[src/rtl/rts_timer_regs.vh]
// Register offsets, field positions, reset values and timing counts for the reload timer.
`ifndef RTS_TIMER_REGS_VH
`define RTS_TIMER_REGS_VH
`define RTS_ADDR_CONTROL 8'h91
`define RTS_ADDR_RELOAD_LOW 8'h92
`define RTS_ADDR_RELOAD_HIGH 8'h93
`define RTS_ADDR_COUNT_LOW 8'h94
`define RTS_ADDR_COUNT_HIGH 8'h95
`define RTS_BIT_HIGH_OVF 7
`define RTS_BIT_LOW_OVF 6
`define RTS_BIT_LOW_IRQ_EN 5
`define RTS_BIT_SPARE 4
`define RTS_BIT_SPLIT 3
`define RTS_BIT_RUN 2
`define RTS_BIT_UNUSED 1
`define RTS_BIT_EXT_CLK 0
`define RTS_CONTROL_WMASK 8'hfd
`define RTS_RESET_BYTE 8'h00
`define RTS_PRESCALE_DIV 12
`define RTS_PRESCALE_W 4
`endif

[src/rtl/rts_ext_tick.v]
// Synchroniser and rising-edge detector for the divided external clock.
`timescale 1ns/100ps
`default_nettype none
module rts_ext_tick (
   // Clock and reset.
   input wire clk,
   input wire rst,
   // Divided external clock, asynchronous to clk.
   input wire ext_div_clk,
   // One-cycle tick per rising edge.
   output wire ext_tick
);
   reg sync1_ff;
   reg sync2_ff;
   reg sync3_ff;
   reg prev_ff;

   // The first stage feeds only the second; edges count once stages two and three agree.
   always @(posedge clk or posedge rst) begin
      if (rst) begin
         sync1_ff <= 1'b0;
         sync2_ff <= 1'b0;
         sync3_ff <= 1'b0;
         prev_ff <= 1'b0;
      end else begin
         sync1_ff <= ext_div_clk;
         sync2_ff <= sync1_ff;
         sync3_ff <= sync2_ff;
         if (sync2_ff == sync3_ff) begin
            prev_ff <= sync3_ff;
         end
      end
   end

   // A single-cycle pulse when the agreed level rises.
   assign ext_tick = (sync2_ff == sync3_ff) && sync3_ff && !prev_ff;
endmodule // rts_ext_tick
`default_nettype wire

[src/rtl/rts_timer.v]
// Sixteen-bit auto-reload timer that splits into two eight-bit auto-reload timers.
`timescale 1ns/100ps
`default_nettype none
`include "rts_timer_regs.vh"
module rts_timer (
   // Clock and reset.
   input wire clk,
   input wire rst,
   // Special function register access.
   input wire [7:0] sfr_addr,
   input wire sfr_wr,
   input wire [7:0] sfr_wdata,
   output reg [7:0] sfr_rdata,
   // Clock sources and selects from outside the block.
   input wire ext_div_clk,
   input wire high_byte_fast_clock_sel,
   input wire low_byte_fast_clock_sel,
   // Interrupt request towards the interrupt controller.
   input wire timer_irq_enable,
   output wire timer_irq,
   // Count high byte, held in this block and driven out.
   output wire [7:0] count_high_byte
);
   reg [7:0] control_ff;
   reg [7:0] reload_low_byte_ff;
   reg [7:0] reload_high_byte_ff;
   reg [7:0] count_low_byte_ff;
   reg [7:0] count_high_ff;
   reg [`RTS_PRESCALE_W-1:0] presc_ff;
   reg [7:0] nxt_control;
   reg [7:0] nxt_low;
   reg [7:0] nxt_high;
   wire ext_tick;
   wire div12_tick;
   wire slow_tick;
   wire split_mode_select;
   wire run_control;
   wire ext_clock_select;
   wire low_tick;
   wire high_tick;
   wire low_wrap;
   wire high_wrap;
   wire low_ovf;
   wire high_ovf;
   wire wr_ctl;
   wire wr_cnt_lo;
   wire wr_cnt_hi;
   // Last prescaler state, cut to the prescaler width on purpose.
   localparam integer PRESC_LAST_I = `RTS_PRESCALE_DIV - 1;
   localparam [`RTS_PRESCALE_W-1:0] PRESC_LAST = PRESC_LAST_I[`RTS_PRESCALE_W-1:0];

   rts_ext_tick u_ext_tick (
      .clk(clk),
      .rst(rst),
      .ext_div_clk(ext_div_clk),
      .ext_tick(ext_tick)
   );

   // Write strobes per register.
   function is_wr;
      input [7:0] addr;
      input [7:0] target;
      input wr;
      begin
         is_wr = wr && (addr == target);
      end
   endfunction

   // All-ones detect; a byte at its top wraps on its next tick.
   function is_top;
      input [7:0] value;
      begin
         is_top = (value == 8'hff);
      end
   endfunction

   assign wr_ctl = is_wr(sfr_addr, `RTS_ADDR_CONTROL, sfr_wr);
   assign wr_cnt_lo = is_wr(sfr_addr, `RTS_ADDR_COUNT_LOW, sfr_wr);
   assign wr_cnt_hi = is_wr(sfr_addr, `RTS_ADDR_COUNT_HIGH, sfr_wr);
   assign split_mode_select = control_ff[`RTS_BIT_SPLIT];
   assign run_control = control_ff[`RTS_BIT_RUN];
   assign ext_clock_select = control_ff[`RTS_BIT_EXT_CLK];
   assign count_high_byte = count_high_ff;

   // Prescaler divides the core clock by twelve; it runs free so the phase is arbitrary.
   always @(posedge clk or posedge rst) begin
      if (rst) begin
         presc_ff <= {`RTS_PRESCALE_W{1'b0}};
      end else if (presc_ff == PRESC_LAST) begin
         presc_ff <= {`RTS_PRESCALE_W{1'b0}};
      end else begin
         presc_ff <= presc_ff + 1'b1;
      end
   end
   assign div12_tick = (presc_ff == PRESC_LAST);

   // Shared slow source, then per-byte fast override; run gates both bytes in 16-bit mode, only the high byte in split mode.
   // The external path costs three flops and an edge stage, so each count lags
   // its source edge by about four core clocks.
   assign slow_tick = ext_clock_select ? ext_tick : div12_tick;
   assign low_tick = (low_byte_fast_clock_sel ? 1'b1 : slow_tick) &&
                     (split_mode_select || run_control);
   assign high_tick = split_mode_select ?
                      ((high_byte_fast_clock_sel ? 1'b1 : slow_tick) && run_control) :
                      (low_tick && is_top(count_low_byte_ff));
   assign low_wrap = low_tick && is_top(count_low_byte_ff);
   assign high_wrap = high_tick && is_top(count_high_ff);
   assign low_ovf = low_wrap && !wr_cnt_lo;
   assign high_ovf = high_wrap && !wr_cnt_hi;

   // Next counter values; a software write wins over counting.
   // A write replaces only the byte written, so in 16-bit mode a carry into
   // the other byte in that same cycle still lands.
   always @* begin
      nxt_low = count_low_byte_ff;
      nxt_high = count_high_ff;
      if (split_mode_select) begin
         if (low_wrap) begin
            nxt_low = reload_low_byte_ff;
         end else if (low_tick) begin
            nxt_low = count_low_byte_ff + 8'h01;
         end
         if (high_wrap) begin
            nxt_high = reload_high_byte_ff;
         end else if (high_tick) begin
            nxt_high = count_high_ff + 8'h01;
         end
      end else begin
         if (high_wrap) begin
            nxt_low = reload_low_byte_ff;
            nxt_high = reload_high_byte_ff;
         end else if (low_tick) begin
            nxt_low = count_low_byte_ff + 8'h01;
            if (low_wrap) begin
               nxt_high = count_high_ff + 8'h01;
            end
         end
      end
      if (wr_cnt_lo) begin
         nxt_low = sfr_wdata;
      end
      if (wr_cnt_hi) begin
         nxt_high = sfr_wdata;
      end
   end

   // Control next value: bit 1 never stored; hardware set beats software clear.
   // The low flag follows every low-byte wrap in either mode, so a 16-bit user
   // with the low enable set sees one request per 256 counts.
   always @* begin
      nxt_control = control_ff;
      if (wr_ctl) begin
         nxt_control = sfr_wdata & `RTS_CONTROL_WMASK;
      end
      if (high_ovf) begin
         nxt_control[`RTS_BIT_HIGH_OVF] = 1'b1;
      end
      if (low_ovf) begin
         nxt_control[`RTS_BIT_LOW_OVF] = 1'b1;
      end
   end

   // Register file.
   always @(posedge clk or posedge rst) begin
      if (rst) begin
         control_ff <= `RTS_RESET_BYTE;
         reload_low_byte_ff <= `RTS_RESET_BYTE;
         reload_high_byte_ff <= `RTS_RESET_BYTE;
         count_low_byte_ff <= `RTS_RESET_BYTE;
         count_high_ff <= `RTS_RESET_BYTE;
      end else begin
         control_ff <= nxt_control;
         count_low_byte_ff <= nxt_low;
         count_high_ff <= nxt_high;
         if (is_wr(sfr_addr, `RTS_ADDR_RELOAD_LOW, sfr_wr)) begin
            reload_low_byte_ff <= sfr_wdata;
         end
         if (is_wr(sfr_addr, `RTS_ADDR_RELOAD_HIGH, sfr_wr)) begin
            reload_high_byte_ff <= sfr_wdata;
         end
      end
   end

   // Read data, registered; unmapped addresses read zero.
   // A count read shows the value at the address edge, one cycle behind the
   // live counter, which software must allow for when it polls a running byte.
   always @(posedge clk or posedge rst) begin
      if (rst) begin
         sfr_rdata <= 8'h00;
      end else begin
         case (sfr_addr)
            `RTS_ADDR_CONTROL: sfr_rdata <= control_ff;
            `RTS_ADDR_RELOAD_LOW: sfr_rdata <= reload_low_byte_ff;
            `RTS_ADDR_RELOAD_HIGH: sfr_rdata <= reload_high_byte_ff;
            `RTS_ADDR_COUNT_LOW: sfr_rdata <= count_low_byte_ff;
            `RTS_ADDR_COUNT_HIGH: sfr_rdata <= count_high_ff;
            default: sfr_rdata <= 8'h00;
         endcase
      end
   end

   // Interrupt is a level from the sticky flags; software clears them to drop it.
   assign timer_irq = timer_irq_enable && (control_ff[`RTS_BIT_HIGH_OVF] ||
                      (control_ff[`RTS_BIT_LOW_IRQ_EN] && control_ff[`RTS_BIT_LOW_OVF]));
endmodule // rts_timer
`default_nettype wire

[config.mk]
export PLATFORM = sky130hd
export DESIGN_NAME = rts_timer
export DESIGN_NICKNAME = d
export VERILOG_FILES = /design/src/rtl/rts_ext_tick.v /design/src/rtl/rts_timer.v
export VERILOG_INCLUDE_DIRS = /design/src /design/src/rtl
export SDC_FILE = /design/constraint.sdc
export NUM_CORES = 1
export LEC_CHECK = 0
export BUFFER_PORTS_ARGS = -buffer_cell sky130_fd_sc_hd__buf_4
export CAP_MARGIN = 10
export CELL_PAD_IN_SITES_DETAIL_PLACEMENT = 1
export CELL_PAD_IN_SITES_GLOBAL_PLACEMENT = 1
export CORE_UTILIZATION = 49
export CTS_CLUSTER_SIZE = 20
export DETAILED_ROUTE_END_ITERATION = 8
export PLACE_DENSITY_LB_ADDON = 0.15
export SYNTH_ARGS = -nofsm -noshare
export SYNTH_HDL_FRONTEND = slang
export SYNTH_SLANG_ARGS = --single-unit
[constraint.sdc]
create_clock -name clk -period 5.05 [get_ports clk]
set_input_delay 1.01 -clock clk [delete_from_list [all_inputs] [get_ports clk]]
set_output_delay 1.01 -clock clk [all_outputs]
set_load 0.01 [all_outputs]
-- Yosys cells after proc, flatten, opt, wreduce, memory -nomap -nowiden
Cells that the tools add are included.
- register bits after elaboration: 55
- input port bits: 23
- output and inout port bits: 17
- word-level logic and storage cells: 72
- add/sub/neg operators: 3
- equal/unequal tests: 10
- muxes and demuxes: 21
- reductions and logical operators: 25
- operator list (operator ; number):
    2-to-1 mux 8 bit ; 13
    == test 8 bit, second input constant ; 7
    one-hot mux 8 bit (5 select lines) ; 1
    adder 8 x 1 -> 8 bit, second input constant ; 2
    logical AND 1 bit ; 15
    nonzero test 4 bit ; 2
    2-to-1 mux 1 bit ; 6
    adder 4 x 1 -> 4 bit, second input constant ; 1
    == test 4 bit, second input constant ; 1
    2-to-1 mux 4 bit ; 1
    inequality test 4 x 1 -> 1 bit, second input constant ; 1
    nonzero test 2 bit ; 2
    logical NOT 1 bit ; 3
    AND reduction 3 bit ; 1
    logical OR 1 bit ; 2
    == test 1 bit ; 1

-- Logic depth before layout (Yosys ltp)
Gate-level depths: netlist of the first run.
- word-level depth: 12
- depth in mapped cells: 8
- mapped depth without buffers: 7

-- Modules after synthesis
A second synthesis of the first run with hierarchy kept.
- cells, all modules: 299
- area total of the unflattened synthesis: 3041.7 um^2
- modules (own cells, without submodules) (module ; instances ; cells an instance ; area an instance (um^2) ; seq. area each (um^2)):
    rts_timer ; 1 ; 291 ; 2904.0 ; 1276.2
    rts_ext_tick ; 1 ; 8 ; 137.6 ; 100.1

-- Least setup slack after synthesis of the first run
OpenSTA, ideal clock, no wires.
- path type: input-to-reg
- start: input sfr_addr[6]
- end: register control_ff[3]
- library setup time: 0.128 ns
- arrival: 2.457 ns
- data required time: 4.922 ns
- slack: 2.465 ns
- stages: 5
- buffers on the path: 0
- cells stage by stage: nand4bb_1 or3b_4 nor3_4 nand2_2 mux2_1
- longest elaborated chain between the ends: 2
- ends and longest elaborated chain (item ; RTL line ; RTL):
    start, declared ; rts_timer.v:10 ; input wire [7:0] sfr_addr,
    == test 8 bit ; rts_timer.v:65 ; is_wr = wr && (addr == target);
    logical AND 1 bit ; rts_timer.v:65 ;
    end signal, assigned ; rts_timer.v:166 ; control_ff <= `RTS_RESET_BYTE;
    end signal, assigned ; rts_timer.v:172 ; control_ff <= nxt_control;
    end, declared ; rts_timer.v:24 ; reg [7:0] control_ff;
Every way passes these cells.
A chain may end at the register's enable or synchronous reset.

-- Worst setup path in the final report of the first run
- start: register presc_ff[0]
- end: register count_low_byte_ff[1]
- longest elaborated chain between the ends: 10
- elaborated cells on any way between the ends: 14
- classes of those cells: 1 x eq/ne; 9 x mux; 4 x reduce/logical
- ends and longest elaborated chain (item ; RTL line ; RTL):
    start, declared ; rts_timer.v:29 ; reg [`RTS_PRESCALE_W-1:0] presc_ff;
    start signal, assigned ; rts_timer.v:88 ; presc_ff <= {`RTS_PRESCALE_W{1'b0}};
    start signal, assigned ; rts_timer.v:90 ; presc_ff <= {`RTS_PRESCALE_W{1'b0}};
    start signal, assigned ; rts_timer.v:92 ; presc_ff <= presc_ff + 1'b1;
    == test 4 bit * ; rts_timer.v:95 ; assign div12_tick = (presc_ff == PRESC_LAST);
    2-to-1 mux 1 bit * ; rts_timer.v:100 ; assign slow_tick = ext_clock_select ? ext_tick : div12_tick;
    2-to-1 mux 1 bit ; rts_timer.v:101 ; assign low_tick = (low_byte_fast_clock_sel ? 1'b1 : slow_tick) &&
    logical AND 1 bit ; rts_timer.v:101 ;
    logical AND 1 bit ; rts_timer.v:105, rts_timer.v:106 ;
    2-to-1 mux 1 bit ; rts_timer.v:103 ; assign high_tick = split_mode_select ?
    logical AND 1 bit ; rts_timer.v:107 ; assign high_wrap = high_tick && is_top(count_high_ff);
    2-to-1 mux 8 bit ; rts_timer.v:129 ; if (high_wrap) begin
    2-to-1 mux 8 bit * ; rts_timer.v:117 ; if (split_mode_select) begin
    2-to-1 mux 8 bit * ; rts_timer.v:139 ; if (wr_cnt_lo) begin
    via nxt_low[1] ; rts_timer.v:31 ; reg [7:0] nxt_low;
    end signal, assigned ; rts_timer.v:169 ; count_low_byte_ff <= `RTS_RESET_BYTE;
    end signal, assigned ; rts_timer.v:173 ; count_low_byte_ff <= nxt_low;
    end, declared ; rts_timer.v:27 ; reg [7:0] count_low_byte_ff;
Mark *: on every way through the listed nets, which the timed path passes. The rest lies on a longest branch.

==> results of run 1 <==
-- stage by stage --
stage	hold slack [ps]	instance area, um^2
2_1_floorplan	331.2	2954
4_1_cts	360.4	3387
3_5_place_dp	338.9	3306
6_report	356.9	3392
5_1_grt	373.6	3392
3_3_place_gp	333.9	3306
-- metal layers --
| layer | vias up | GRT usage | part of all wire |
|---|---|---|---|
| met2 | 94 | 0.5034 | 0.51 |
| met1 | 1284 | 0.3704 | 0.42 |
| li1 | 1119 | - | - |
| met5 | - | 0 | 0 |
| met3 | 21 | 0.05029 | 0.051 |
| met4 | 0 | 0.1091 | 0.023 |
-- cell usage after synthesis (5+ instances only) --
library cell,n,area share
a22oi_1,9,0.023
mux2_1,5,0.019
nand3_1,6,0.010
o21ai_0,8,0.014
nand2_1,31,0.039
nor2_1,15,0.019
dfrtp_1,55,0.47
xor2_1,7,0.021
a222oi_1,7,0.024
mux2_2,17,0.065
mux2i_1,10,0.034
a21oi_1,12,0.020
o21ai_1,9,0.015
nor3_1,5,0.0085
-- logic make-up after synthesis --
| logic type | after synthesis | share of synthesized area |
|---|---|---|
| fa+ha+maj | 4 | 0.01694 |
| compound gates | 71 | 0.1677 |
| simple gates | 93 | 0.1842 |
| buf+inv | 13 | 0.02075 |
| xor+xnor | 9 | 0.02669 |
| flops | 55 | 0.4659 |
| mux | 32 | 0.1177 |
-- worst min-delay path by stage --
stage                                          to  cells after the start  slack (ps)
floorplan           u_ext_tick.sync2_ff$_DFF_PP0_                      0         330
global placement    u_ext_tick.sync2_ff$_DFF_PP0_                      0         330
detailed placement  u_ext_tick.sync2_ff$_DFF_PP0_                      0         340
CTS                 u_ext_tick.sync2_ff$_DFF_PP0_                      0         360
global route        u_ext_tick.sync2_ff$_DFF_PP0_                      0         370
finish              u_ext_tick.sync2_ff$_DFF_PP0_                      0         360
-- power breakdown --
group	internal, mW	switching, mW	leakage [nW]
sequential	0.478	0.0686	0.731
clock	0.0978	0.143	0.0422
combinational	0.0779	0.0822	0.859
-- critical path, cell delays in order (launching register included) --
cell and delay [ps]:
dfrtp_1 410, ha_1 260, and4bb_1 310, nor3_1 400, o41a_1 610, or2_1 400, mux2i_1 250, o22ai_1 100
-- registers in the layout, indices dropped and copies added (netlist names) --
name and flops:
u_ext_tick.sync2_ff 1, control_ff 7, count_low_byte_ff 8, sfr_rdata 8, presc_ff 4, u_ext_tick.sync3_ff 1, reload_high_byte_ff 8, u_ext_tick.sync1_ff 1
count_high_byte 8, u_ext_tick.prev_ff 1, reload_low_byte_ff 8
-- area by class of cell --
type | count | share of cell area
Multi-Input combinational cell | 209 | 0.4471
Sequential cell | 55 | 0.4058
Timing Repair Buffer | 42 | 0.09222
Tap cell | 72 | 0.02656
Clock buffer | 7 | 0.02250
Inverter | 4 | 0.004426
Clock inverter | 1 | 0.001475
==> metrics.csv, run 1 <==
stage,metric,value,unit
cts,clock latency on the worst-skew pair,320,ps
setup_path,worst reg2reg path depth,7,
finish,post-layout util,0.6012,
timing,Max Freq,348.4,MHz
cts,Post-CTS Hold Fix Bufs,0,
setup_path,worst r2r src,presc_ff[0]$_DFF_PP0_,
cts,post-CTS resize count,0,
route,final WL,8.533,mm
route,routed length per placed instance,21.88,um
route,vias per cell,6.456,
run_status,status,"finished, final reports clean",
route,drt pass-1 iters,6,
finish,Filler cells,631,
logic_synthesis,synth warn,0,
finish,share of layout cells above drive strength 1,0.2358,
finish,area of the multi-input gates,0.001516,mm^2
die,die span in y,79.65,um
cts,clk sinks,55,
setup_path,flop2flop setup slack,2180,ps
timing,count of final hold-check violations,0,
die,initial core utilization,0.5236,
timing,count of pins over their slew limit,0,
timing,fin worst setup slack,2180,ps
die,I/O pin total,40,
route,via count,2518,
timing,Setup TNS,0,ps
cts,Clock Tree Root,clkbuf_8,
die,# rows,27,
finish,Area Growth Syn to Fin,14.82,%
setup_path,arrival time worst endpoint,3080,ps
logic_synthesis,Yosys reg bits,55,
cts,Max Buffers Root-to-Sink,2,
timing,worst-margin pin slew,695.9,ps
cts,total CTS buffers,5,
power,Power Total,0.9480,mW
finish,Storage cell area,0.001376,mm^2
logic_synthesis,"FFs w/ async S/R, synth",1.000,
setup_path,CP endpoint kind,register,
min_path,Worst Hold Class,reg2reg,
route,"antenna viol nets, final",0,
finish,# diodes,0,
finish,Layout Nets,344,
job,Max-Cap Viols,0,
finish,"commonest non-fill, non-tap cell in the layout",dfrtp_1,
logic_synthesis,"Distinct cells, synth",60,
cts,# Post-CTS Setup Buffers,0,
timing,Final setup viols,0,
power,Lkg Pwr,1.632,nW
logic_synthesis,Mapped Area,0.002954,mm^2
logic_synthesis,syn nets,304,
global_routing,first-pass GRT wire length,13.73,mm
timing,slew margin rel.,0.5361,
setup_path,crit path capture,count_low_byte_ff[1]$_DFF_PP0_,
die,Die W,79.65,um
place,GP Congestion,0.8022,
power,worst vdd ir,180.6,uV
die,Core Area,0.005642,mm^2
logic_synthesis,syn avg cell area,10.66,um^2
setup_path,Worst Path Max Fanout,15,
setup_path,"Req. time, crit path",5250,ps
setup_path,Critical Path Source,presc_ff[0]$_DFF_PP0_,
route,Remaining DRCs,0,
global_routing,total gr overflow,0,
logic_synthesis,post-synthesis sequential area ratio,0.4659,
cts,CTS tree,yes,
power,Power Density,279.5,mW/mm^2
setup_path,CP Class,reg2reg,
place,Placed Cells,381,
route,Iteration-0 DRC Markers,199,
finish,Final Non-Filler Cells,390,
die,Die ar.,0.006343,mm^2
logic_synthesis,"EDFF count, synth",0,
timing,Worst Clk Skew,4.691,ps
timing,RSZ-0062 raised after global routing,false,
global_routing,GR Util All Layers,0.2945,
global_routing,initial antenna violation count,0,
place,# port buffers,39,
global_routing,vias in the first global route,2686,
timing,post-route clock period utilization,0.5683,
global_routing,pin count of the biggest net entering global routing,56,
setup_path,Crit Reg-Reg Endpoint,count_low_byte_ff[1]$_DFF_PP0_,
place,detailed placer's ending HPWL,6.344,mm
setup_path,CP Launch Type,register,
cts,H-tree lvl count,2,
finish,"commonest cells after routing, fill and taps aside","dfrtp_1 (55), buf_4 (41), nand2_1 (31)",
min_path,worst hold start,u_ext_tick.sync1_ff$_DFF_PP0_,
timing,crit path time final,2870,ps
logic_synthesis,prevailing post-synth register cell,dfrtp_1,
logic_synthesis,Syn Inst Count,277,
cts,Clock Pin Slew Worst Setup and Hold Paths,90,ps
place,pre-CTS WS,1977,ps
(Power assumes the default switching activity.)
==> run 2, diff against run 1 <==
--- a/config.mk
+++ b/config.mk
@@ -6,11 +6,12 @@
 export SDC_FILE = /design/constraint.sdc
 export NUM_CORES = 1
 export LEC_CHECK = 0
+export ABC_AREA = 1
 export BUFFER_PORTS_ARGS = -buffer_cell sky130_fd_sc_hd__buf_4
 export CAP_MARGIN = 10
 export CELL_PAD_IN_SITES_DETAIL_PLACEMENT = 1
 export CELL_PAD_IN_SITES_GLOBAL_PLACEMENT = 1
-export CORE_UTILIZATION = 49
+export CORE_UTILIZATION = 39
 export CTS_CLUSTER_SIZE = 20
 export DETAILED_ROUTE_END_ITERATION = 8
 export PLACE_DENSITY_LB_ADDON = 0.15
==> constraint.sdc (replaced) <==
create_clock -name clk -period 2.45 [get_ports clk]
set_input_delay 0.49 -clock clk [delete_from_list [all_inputs] [get_ports clk]]
set_output_delay 0.49 -clock clk [all_outputs]
set_load 0.01 [all_outputs]
==> run 2 against run 1 <==
Effect of this change:
- routed wire length rose by 28%
- die area rose by 43%
- sequential power is 120% higher
- synthesized area increased by 15%
- fmax is 39% higher
- clock skew rose by 10 ps
- first-iteration DRC count down 14%
- design area up 17%
- clock-buffer cell count is 2 lower
- sequential share of layout area is 6.0 points lower
- highest routed layer unchanged
- core utilization shrank 12 points
- largest cell class unchanged
- critical path type unchanged
- total power increased to 3.1 times the previous value
==> metrics.csv, run 2 <==
stage,metric,value,unit,change
finish,Area Growth Syn to Fin,17.13,%,was 14.82%
logic_synthesis,"FFs w/ async S/R, synth",1.000,,unchanged
cts,clk sinks,55,,unchanged
setup_path,Worst Path Max Fanout,17,,was 15
die,Core Area,0.008341,mm^2,was 0.005642 mm^2
logic_synthesis,Area contributors post-synth,"dfrtp_1 (41%), nand2_1 (11%), inv_1 (8.3%), o21ai_0 (6.2%), nand3_1 (6.0%)",,"was dfrtp_1 (47%), mux2_2 (6.5%), nand2_1 (3.9%), mux2i_1 (3.4%), a222oi_1 (2.4%)"
finish,"commonest non-fill, non-tap cell in the layout",nand2_1,,was dfrtp_1
timing,Worst Clk Skew,14.95,ps,was 4.691 ps
setup_path,Slowest cell on crit path,dfrtp_1,,was o41a_1
cts,# Post-CTS Setup Buffers,0,,unchanged
place,GP Congestion,0.9147,,was 0.8022
logic_synthesis,syn nets,481,,was 304
die,die span in y,95.31,um,was 79.65 um
route,Iteration-0 DRC Markers,172,,was 199
setup_path,Crit path max-delay family,simple AND/OR/NAND/NOR gates,,unchanged
timing,worst-margin pin slew,555.4,ps,was 695.9 ps
timing,WHS,206.2,ps,was 356.9 ps
logic_synthesis,syn avg cell area,7.480,um^2,was 10.66 um^2
global_routing,vias in the first global route,3391,,was 2686
route,final WL,10.92,mm,was 8.533 mm
global_routing,total gr overflow,0,,unchanged
timing,Final setup viols,0,,unchanged
logic_synthesis,post-synth top area share,0.4053,,was 0.4659
route,routed length per placed instance,17.98,um,was 21.88 um
logic_synthesis,Yosys reg bits,55,,unchanged
logic_synthesis,Synth area leader,dfrtp_1,,unchanged
timing,count of final hold-check violations,0,,unchanged
setup_path,"Req. time, crit path",2710,ps,was 5250 ps
cts,post-CTS resize count,0,,unchanged
logic_synthesis,synth warn,0,,unchanged
place,detailed placer's ending HPWL,8.356,mm,was 6.344 mm
die,initial core utilization,0.4071,,was 0.5236
global_routing,initial antenna violation count,0,,unchanged
power,Lkg Pwr,2.010,nW,was 1.632 nW
timing,crit path time final,2063,ps,was 2870 ps
setup_path,crit-path cells,ha_1 -> nand4_1 -> nand3_2 -> nand4_4 -> nand2_4 -> nand2_4 -> nor2_1 -> nand2_1 -> a21oi_1,,was ha_1 -> and4bb_1 -> nor3_1 -> o41a_1 -> or2_1 -> mux2i_1 -> o22ai_1
timing,post-route clock period utilization,0.8419,,was 0.5683
global_routing,pin count of the biggest net entering global routing,56,,unchanged
setup_path,cell repeated most along the worst path,nand2_4,,
cts,Max Buffers Root-to-Sink,2,,unchanged
global_routing,GR Util All Layers,0.2616,,was 0.2945
cts,total CTS buffers,5,,unchanged
logic_synthesis,post-synthesis sequential area ratio,0.4053,,was 0.4659
place,# port buffers,39,,unchanged
logic_synthesis,"Distinct cells, synth",36,,was 60
cts,H-tree lvl count,2,,unchanged
setup_path,CP endpoint kind,register,,unchanged
finish,# diodes,0,,unchanged
setup_path,crit-path max cell delay,390,ps,was 610 ps
timing,RSZ-0062 raised after global routing,false,,unchanged
route,vias per cell,5.451,,was 6.456
route,"antenna viol nets, final",0,,unchanged
run_status,status,"finished, final reports clean",,unchanged
finish,Layout Nets,528,,was 344
cts,CTS tree,yes,,unchanged
global_routing,first-pass GRT wire length,17.68,mm,was 13.73 mm
logic_synthesis,Syn Inst Count,454,,was 277
job,Max-Cap Viols,0,,unchanged
logic_synthesis,Mapped Area,0.003396,mm^2,was 0.002954 mm^2
finish,post-layout util,0.4769,,was 0.6012
setup_path,crit path buf inv count,0,,unchanged
timing,slew margin rel.,0.6269,,was 0.5361
logic_synthesis,most common library cells after synthesis,"nand2_1 (99), inv_1 (75), dfrtp_1 (55)",,"was dfrtp_1 (55), nand2_1 (31), mux2_2 (17)"
finish,"commonest cells after routing, fill and taps aside","nand2_1 (99), inv_1 (74), dfrtp_1 (55)",,"was dfrtp_1 (55), buf_4 (41), nand2_1 (31)"
route,drt pass-1 iters,4,,was 6
timing,count of pins over their slew limit,0,,unchanged
cts,Clock Tree Root,clkbuf_8,,unchanged
die,I/O pin total,40,,unchanged
power,worst vdd ir,250.7,uV,was 180.6 uV
die,# rows,33,,was 27
setup_path,CP Launch Type,register,,unchanged
setup_path,CP Class,reg2reg,,unchanged
cts,clock latency on the worst-skew pair,330,ps,was 320 ps
route,via count,3309,,was 2518
timing,Max Freq,484.8,MHz,was 348.4 MHz
min_path,Worst Hold Class,in2async,,was reg2reg
power,Power Density,734.5,mW/mm^2,was 279.5 mW/mm^2
cts,Clock Pin Slew Worst Setup and Hold Paths,120,ps,was 90 ps
route,Remaining DRCs,0,,unchanged
timing,Setup TNS,0,ps,unchanged
logic_synthesis,"EDFF count, synth",0,,unchanged
die,Die ar.,0.009084,mm^2,was 0.006343 mm^2
die,Die W,95.31,um,was 79.65 um
logic_synthesis,prevailing post-synth register cell,dfrtp_1,,unchanged
finish,share of layout cells above drive strength 1,0.1892,,was 0.2358
setup_path,arrival time worst endpoint,2320,ps,was 3080 ps
logic_synthesis,"count leader, synth",nand2_1,,was dfrtp_1
cts,Post-CTS Hold Fix Bufs,0,,unchanged
==> run 2: area by class of cell <==
type	count	area, um^2
Fill cell	1074	4363
Multi-Input combinational cell	314	1684
Sequential cell	55	1376
Timing Repair Buffer	50	387.9
Inverter	75	281.5
Tap cell	105	131.4
Clock buffer	5	68.82
Clock inverter	3	47.55
==> run 2: power by group <==
part,switching (mW),internal [mW]
sequential,0.170,1.04
clock,0.347,0.311
combinational,0.605,0.444
==> run 2: kinds of logic (layout without fill, tap and decap cells) <==
logic type | Yosys count | in the layout | synth area share
fa+ha+maj | 4 | 4 | 0.01474
buf+inv | 85 | 133 | 0.09875
flops | 55 | 55 | 0.4053
simple gates | 222 | 222 | 0.3209
mux | 1 | 1 | 0.003316
xor+xnor | 8 | 8 | 0.02063
compound gates | 79 | 79 | 0.1363
==> run 2: worst paths after layout <==
| path | start | to | slack [ps] | depth (start not counted) |
|---|---|---|---|---|
| max | presc_ff[0]$_DFF_PP0_ | count_high_byte[4]$_DFFE_PP0P_ | 390 | 9 |
| min | rst | sfr_rdata[3]$_DFF_PP0_ | 210 | 3 |
| max reg2reg | presc_ff[0]$_DFF_PP0_ | count_high_byte[4]$_DFFE_PP0P_ | 390 | 9 |
| min reg2reg | u_ext_tick.sync1_ff$_DFF_PP0_ | u_ext_tick.sync2_ff$_DFF_PP0_ | 370 | 0 |
| max in group asynchronous | rst | count_low_byte_ff[2]$_DFF_PP0_ | 1980 | 3 |
| min in group clk | ext_div_clk | u_ext_tick.sync1_ff$_DFF_PP0_ | 270 | 1 |
==> run 2: worst min-delay path, stage by stage <==
cell and delay (ps):
buf_4 110, inv_2 50, buf_12 280
==> run 2: per-layer routing <==
layer | vias to the layer above | global-route usage | routed length [um]
met4 | 0 | 0.07576 | 164
met5 | - | 0 | 0
li1 | 1572 | - | -
met2 | 90 | 0.4494 | 5464
met3 | 16 | 0.04226 | 498
met1 | 1631 | 0.3365 | 4788
==> run 2: per-stage QoR <==
stage | power (mW) | setup slack (ps) | instances | area [um^2]
2_1_floorplan | 1.907 | 617.1 | 454 | 3396
3_3_place_gp | 2.246 | 311.1 | 599 | 3861
3_5_place_dp | 2.281 | 231.2 | 599 | 3861
4_1_cts | 2.938 | 357.7 | 607 | 3978
5_1_grt | 3.105 | 226.4 | 607 | 3978
6_report | 2.922 | 387.4 | 607 | 3978
==> run 3, diff against run 2 <==
--- a/config.mk
+++ b/config.mk
@@ -6,12 +6,12 @@
 export SDC_FILE = /design/constraint.sdc
 export NUM_CORES = 1
 export LEC_CHECK = 0
-export ABC_AREA = 1
+export ABC_AREA = 0
 export BUFFER_PORTS_ARGS = -buffer_cell sky130_fd_sc_hd__buf_4
 export CAP_MARGIN = 10
 export CELL_PAD_IN_SITES_DETAIL_PLACEMENT = 1
 export CELL_PAD_IN_SITES_GLOBAL_PLACEMENT = 1
-export CORE_UTILIZATION = 39
+export CORE_UTILIZATION = 41
 export CTS_CLUSTER_SIZE = 20
 export DETAILED_ROUTE_END_ITERATION = 8
 export PLACE_DENSITY_LB_ADDON = 0.15
==> constraint.sdc (replaced) <==
create_clock -name clk -period 1.7 [get_ports clk]
set_input_delay 0.34 -clock clk [delete_from_list [all_inputs] [get_ports clk]]
set_output_delay 0.34 -clock clk [all_outputs]
set_load 0.01 [all_outputs]
==> run 3 against run 2 <==
Effect of this change:
- the flow now finishes with violations (hold timing, setup timing)
- largest power group unchanged
- die area shrank 17%
- global-route usage up 2.0 points
- clock skew down 9.5 ps
- first-iteration DRC count up 34%
- via count down 16%
==> metrics.csv, run 3 (synthesis results as in run 1) <==
stage,metric,value,unit,change
run_status,status,"finished, violations left",,"was finished, final reports clean"
run_status,failing checks,"hold timing, setup timing",,
die,# rows,30,,was 33
die,Die W,86.88,um,was 95.31 um
setup_path,arrival time worst endpoint,2350,ps,was 2320 ps
power,worst vdd ir,402.7,uV,was 250.7 uV
timing,post-route clock period utilization,1.265,,was 0.8419
route,routed length per placed instance,20.73,um,was 17.98 um
setup_path,Slowest cell on crit path,or3_1,,was dfrtp_1
timing,RSZ-0062 raised after global routing,true,,was false
power,Power Total,3.102,mW,was 2.922 mW
timing,Final setup viols,17,,was 0
job,Max-Cap Viols,0,,unchanged
setup_path,crit path buf inv count,1,,was 0
finish,"commonest non-fill, non-tap cell in the layout",buf_4,,was nand2_1
route,"antenna viol nets, final",0,,unchanged
timing,Max Freq,465.1,MHz,was 484.8 MHz
timing,Worst Clk Skew,5.448,ps,was 14.95 ps
route,via count,2775,,was 3309
route,drt pass-1 iters,4,,unchanged
timing,worst-margin pin slew,427.6,ps,was 555.4 ps
route,Remaining DRCs,0,,unchanged
power,Power Density,754.0,mW/mm^2,was 734.5 mW/mm^2
global_routing,pin count of the biggest net entering global routing,41,,was 56
die,Core Area,0.006869,mm^2,was 0.008341 mm^2
route,vias per cell,5.745,,was 5.451
timing,crit path time final,2150,ps,was 2063 ps
power,Sw Ratio,0.3204,,was 0.3844
timing,slew margin rel.,0.7149,,was 0.6269
cts,Clock Pin Slew Worst Setup and Hold Paths,100,ps,was 120 ps
place,Placed Cells,465,,was 599
cts,CTS tree,yes,,unchanged
die,I/O pin total,40,,unchanged
setup_path,CP endpoint kind,register,,unchanged
power,P_int,2.108,mW,was 1.799 mW
place,# port buffers,39,,unchanged
die,die span in y,86.88,um,was 95.31 um
cts,total CTS buffers,5,,unchanged
finish,Area Growth Syn to Fin,39.26,%,was 17.13%
finish,# diodes,0,,unchanged
finish,design area,0.004114,mm^2,was 0.003978 mm^2
place,pre-CTS WS,-534.6,ps,was 231.2 ps
timing,count of final hold-check violations,2,,was 0
route,Iteration-0 DRC Markers,230,,was 172
global_routing,first-pass GRT wire length,15.81,mm,was 17.68 mm
setup_path,Worst Path Max Fanout,5,,was 17
route,final WL,10.01,mm,was 10.92 mm
power,share of power burned in registers,0.487,,was 0.416
cts,clock latency on the worst-skew pair,320,ps,was 330 ps
min_path,Worst Hold Class,in2async,,unchanged
die,Die ar.,0.007548,mm^2,was 0.009084 mm^2
finish,"commonest cells after routing, fill and taps aside","buf_4 (104), dfrtp_1 (54), nand2_1 (30)",,"was nand2_1 (99), inv_1 (74), dfrtp_1 (55)"
finish,share of layout cells above drive strength 1,0.4367,,was 0.1892
timing,count of pins over their slew limit,0,,unchanged
cts,Clock Tree Root,clkbuf_8,,unchanged
cts,clk sinks,55,,unchanged
finish,Final Non-Filler Cells,483,,was 607
timing,WHS,-3.630,ps,was 206.2 ps
power,Psw,0.9938,mW,was 1.123 mW
place,GP Congestion,0.8183,,was 0.9147
die,initial core utilization,0.4301,,was 0.4071
cts,Max Buffers Root-to-Sink,2,,unchanged
timing,fin worst setup slack,-449.9,ps,was 387.4 ps
setup_path,crit-path max cell delay,430,ps,was 390 ps
global_routing,total gr overflow,0,,unchanged
global_routing,vias in the first global route,2972,,was 3391
finish,Layout Nets,413,,was 528
global_routing,GR Util All Layers,0.2819,,was 0.2616
power,logic gate share of total power,0.275,,was 0.359
setup_path,"Req. time, crit path",1900,ps,was 2710 ps
setup_path,crit-path cells,ha_2 -> and4_4 -> buf_4 -> and4_1 -> nand3b_1 -> or3_1 -> o21ai_0 -> a211oi_2,,was ha_1 -> nand4_1 -> nand3_2 -> nand4_4 -> nand2_4 -> nand2_4 -> nor2_1 -> nand2_1 -> a21oi_1
cts,H-tree lvl count,2,,unchanged
setup_path,CP Launch Type,register,,unchanged
place,DP Area,0.003866,mm^2,was 0.003861 mm^2
power,share of power burned in the clock network,0.239,,was 0.225
global_routing,initial antenna violation count,0,,unchanged
setup_path,Crit path max-delay family,simple AND/OR/NAND/NOR gates,,unchanged
power,Lkg Pwr,2.025,nW,was 2.010 nW
setup_path,CP Class,reg2reg,,unchanged
place,detailed placer's ending HPWL,7.318,mm,was 8.356 mm
run 3: path summary, 6_finish.rpt:
| path | to | from | slack (ps) | cells after the start |
|---|---|---|---|---|
| setup / recovery | count_low_byte_ff[5]$_DFF_PP0_ | count_low_byte_ff[1]$_DFF_PP0_ | -450 | 8 |
| hold / removal | presc_ff[3]$_DFF_PP0_ | rst | -4 | 2 |
| setup reg to reg | count_low_byte_ff[5]$_DFF_PP0_ | count_low_byte_ff[1]$_DFF_PP0_ | -450 | 8 |
| hold reg to reg | u_ext_tick.sync2_ff$_DFF_PP0_ | u_ext_tick.sync1_ff$_DFF_PP0_ | 360 | 0 |
| max in group asynchronous | count_high_byte[3]$_DFFE_PP0P_ | rst | 1140 | 3 |
| min in group clk | u_ext_tick.sync1_ff$_DFF_PP0_ | ext_div_clk | 120 | 1 |
run 3: timing repair:
item	4_1_cts	5_1_grt
resized for setup	16	5
hold endpoints to repair	0	0
hold buffers	0	0
endpoints found under the setup margin	17	17
buffers inserted	5	5
pin swaps	11	4
run 3: final cells by class:
class | count | area, um^2
fill | 781 | 2755
multi-input combinational | 209 | 1648
sequential | 55 | 1378
timing repair buffer | 111 | 868.3
tap | 96 | 120.1
clock buffer | 6 | 72.57
inverter | 4 | 15.01
clock inverter | 2 | 12.51
run 3: power by group through the flow:
stage	logic, mW	registers, mW	clock network [mW]
finish	0.852	1.51	0.740
global placement	0.753	1.53	0
detailed placement	0.789	1.53	0
floorplan	0.312	1.58	0
global route	0.916	1.52	0.792
CTS	0.814	1.51	0.754
run 3: metrics by stage:
| step | hold WS, ps | utilization | TNS [ps] |
|---|---|---|---|
| 2_1_floorplan | 331.2 | - | -4900 |
| 3_3_place_gp | 333.3 | 0.5628 | -7714 |
| 3_5_place_dp | 337.2 | 0.5628 | -10800 |
| 4_1_cts | 3.298 | 0.5887 | -5160 |
| 5_1_grt | 15.12 | 0.5989 | -7501 |
| 6_report | -3.630 | 0.5989 | -5991 |
run 3: per-layer routing:
layer | global-route usage | vias up | wire length, um
met5 | 0 | - | 0
met4 | 0.09697 | 0 | 212
met3 | 0.03128 | 18 | 424
met2 | 0.4896 | 73 | 5235
met1 | 0.3650 | 1422 | 4140
li1 | - | 1262 | -
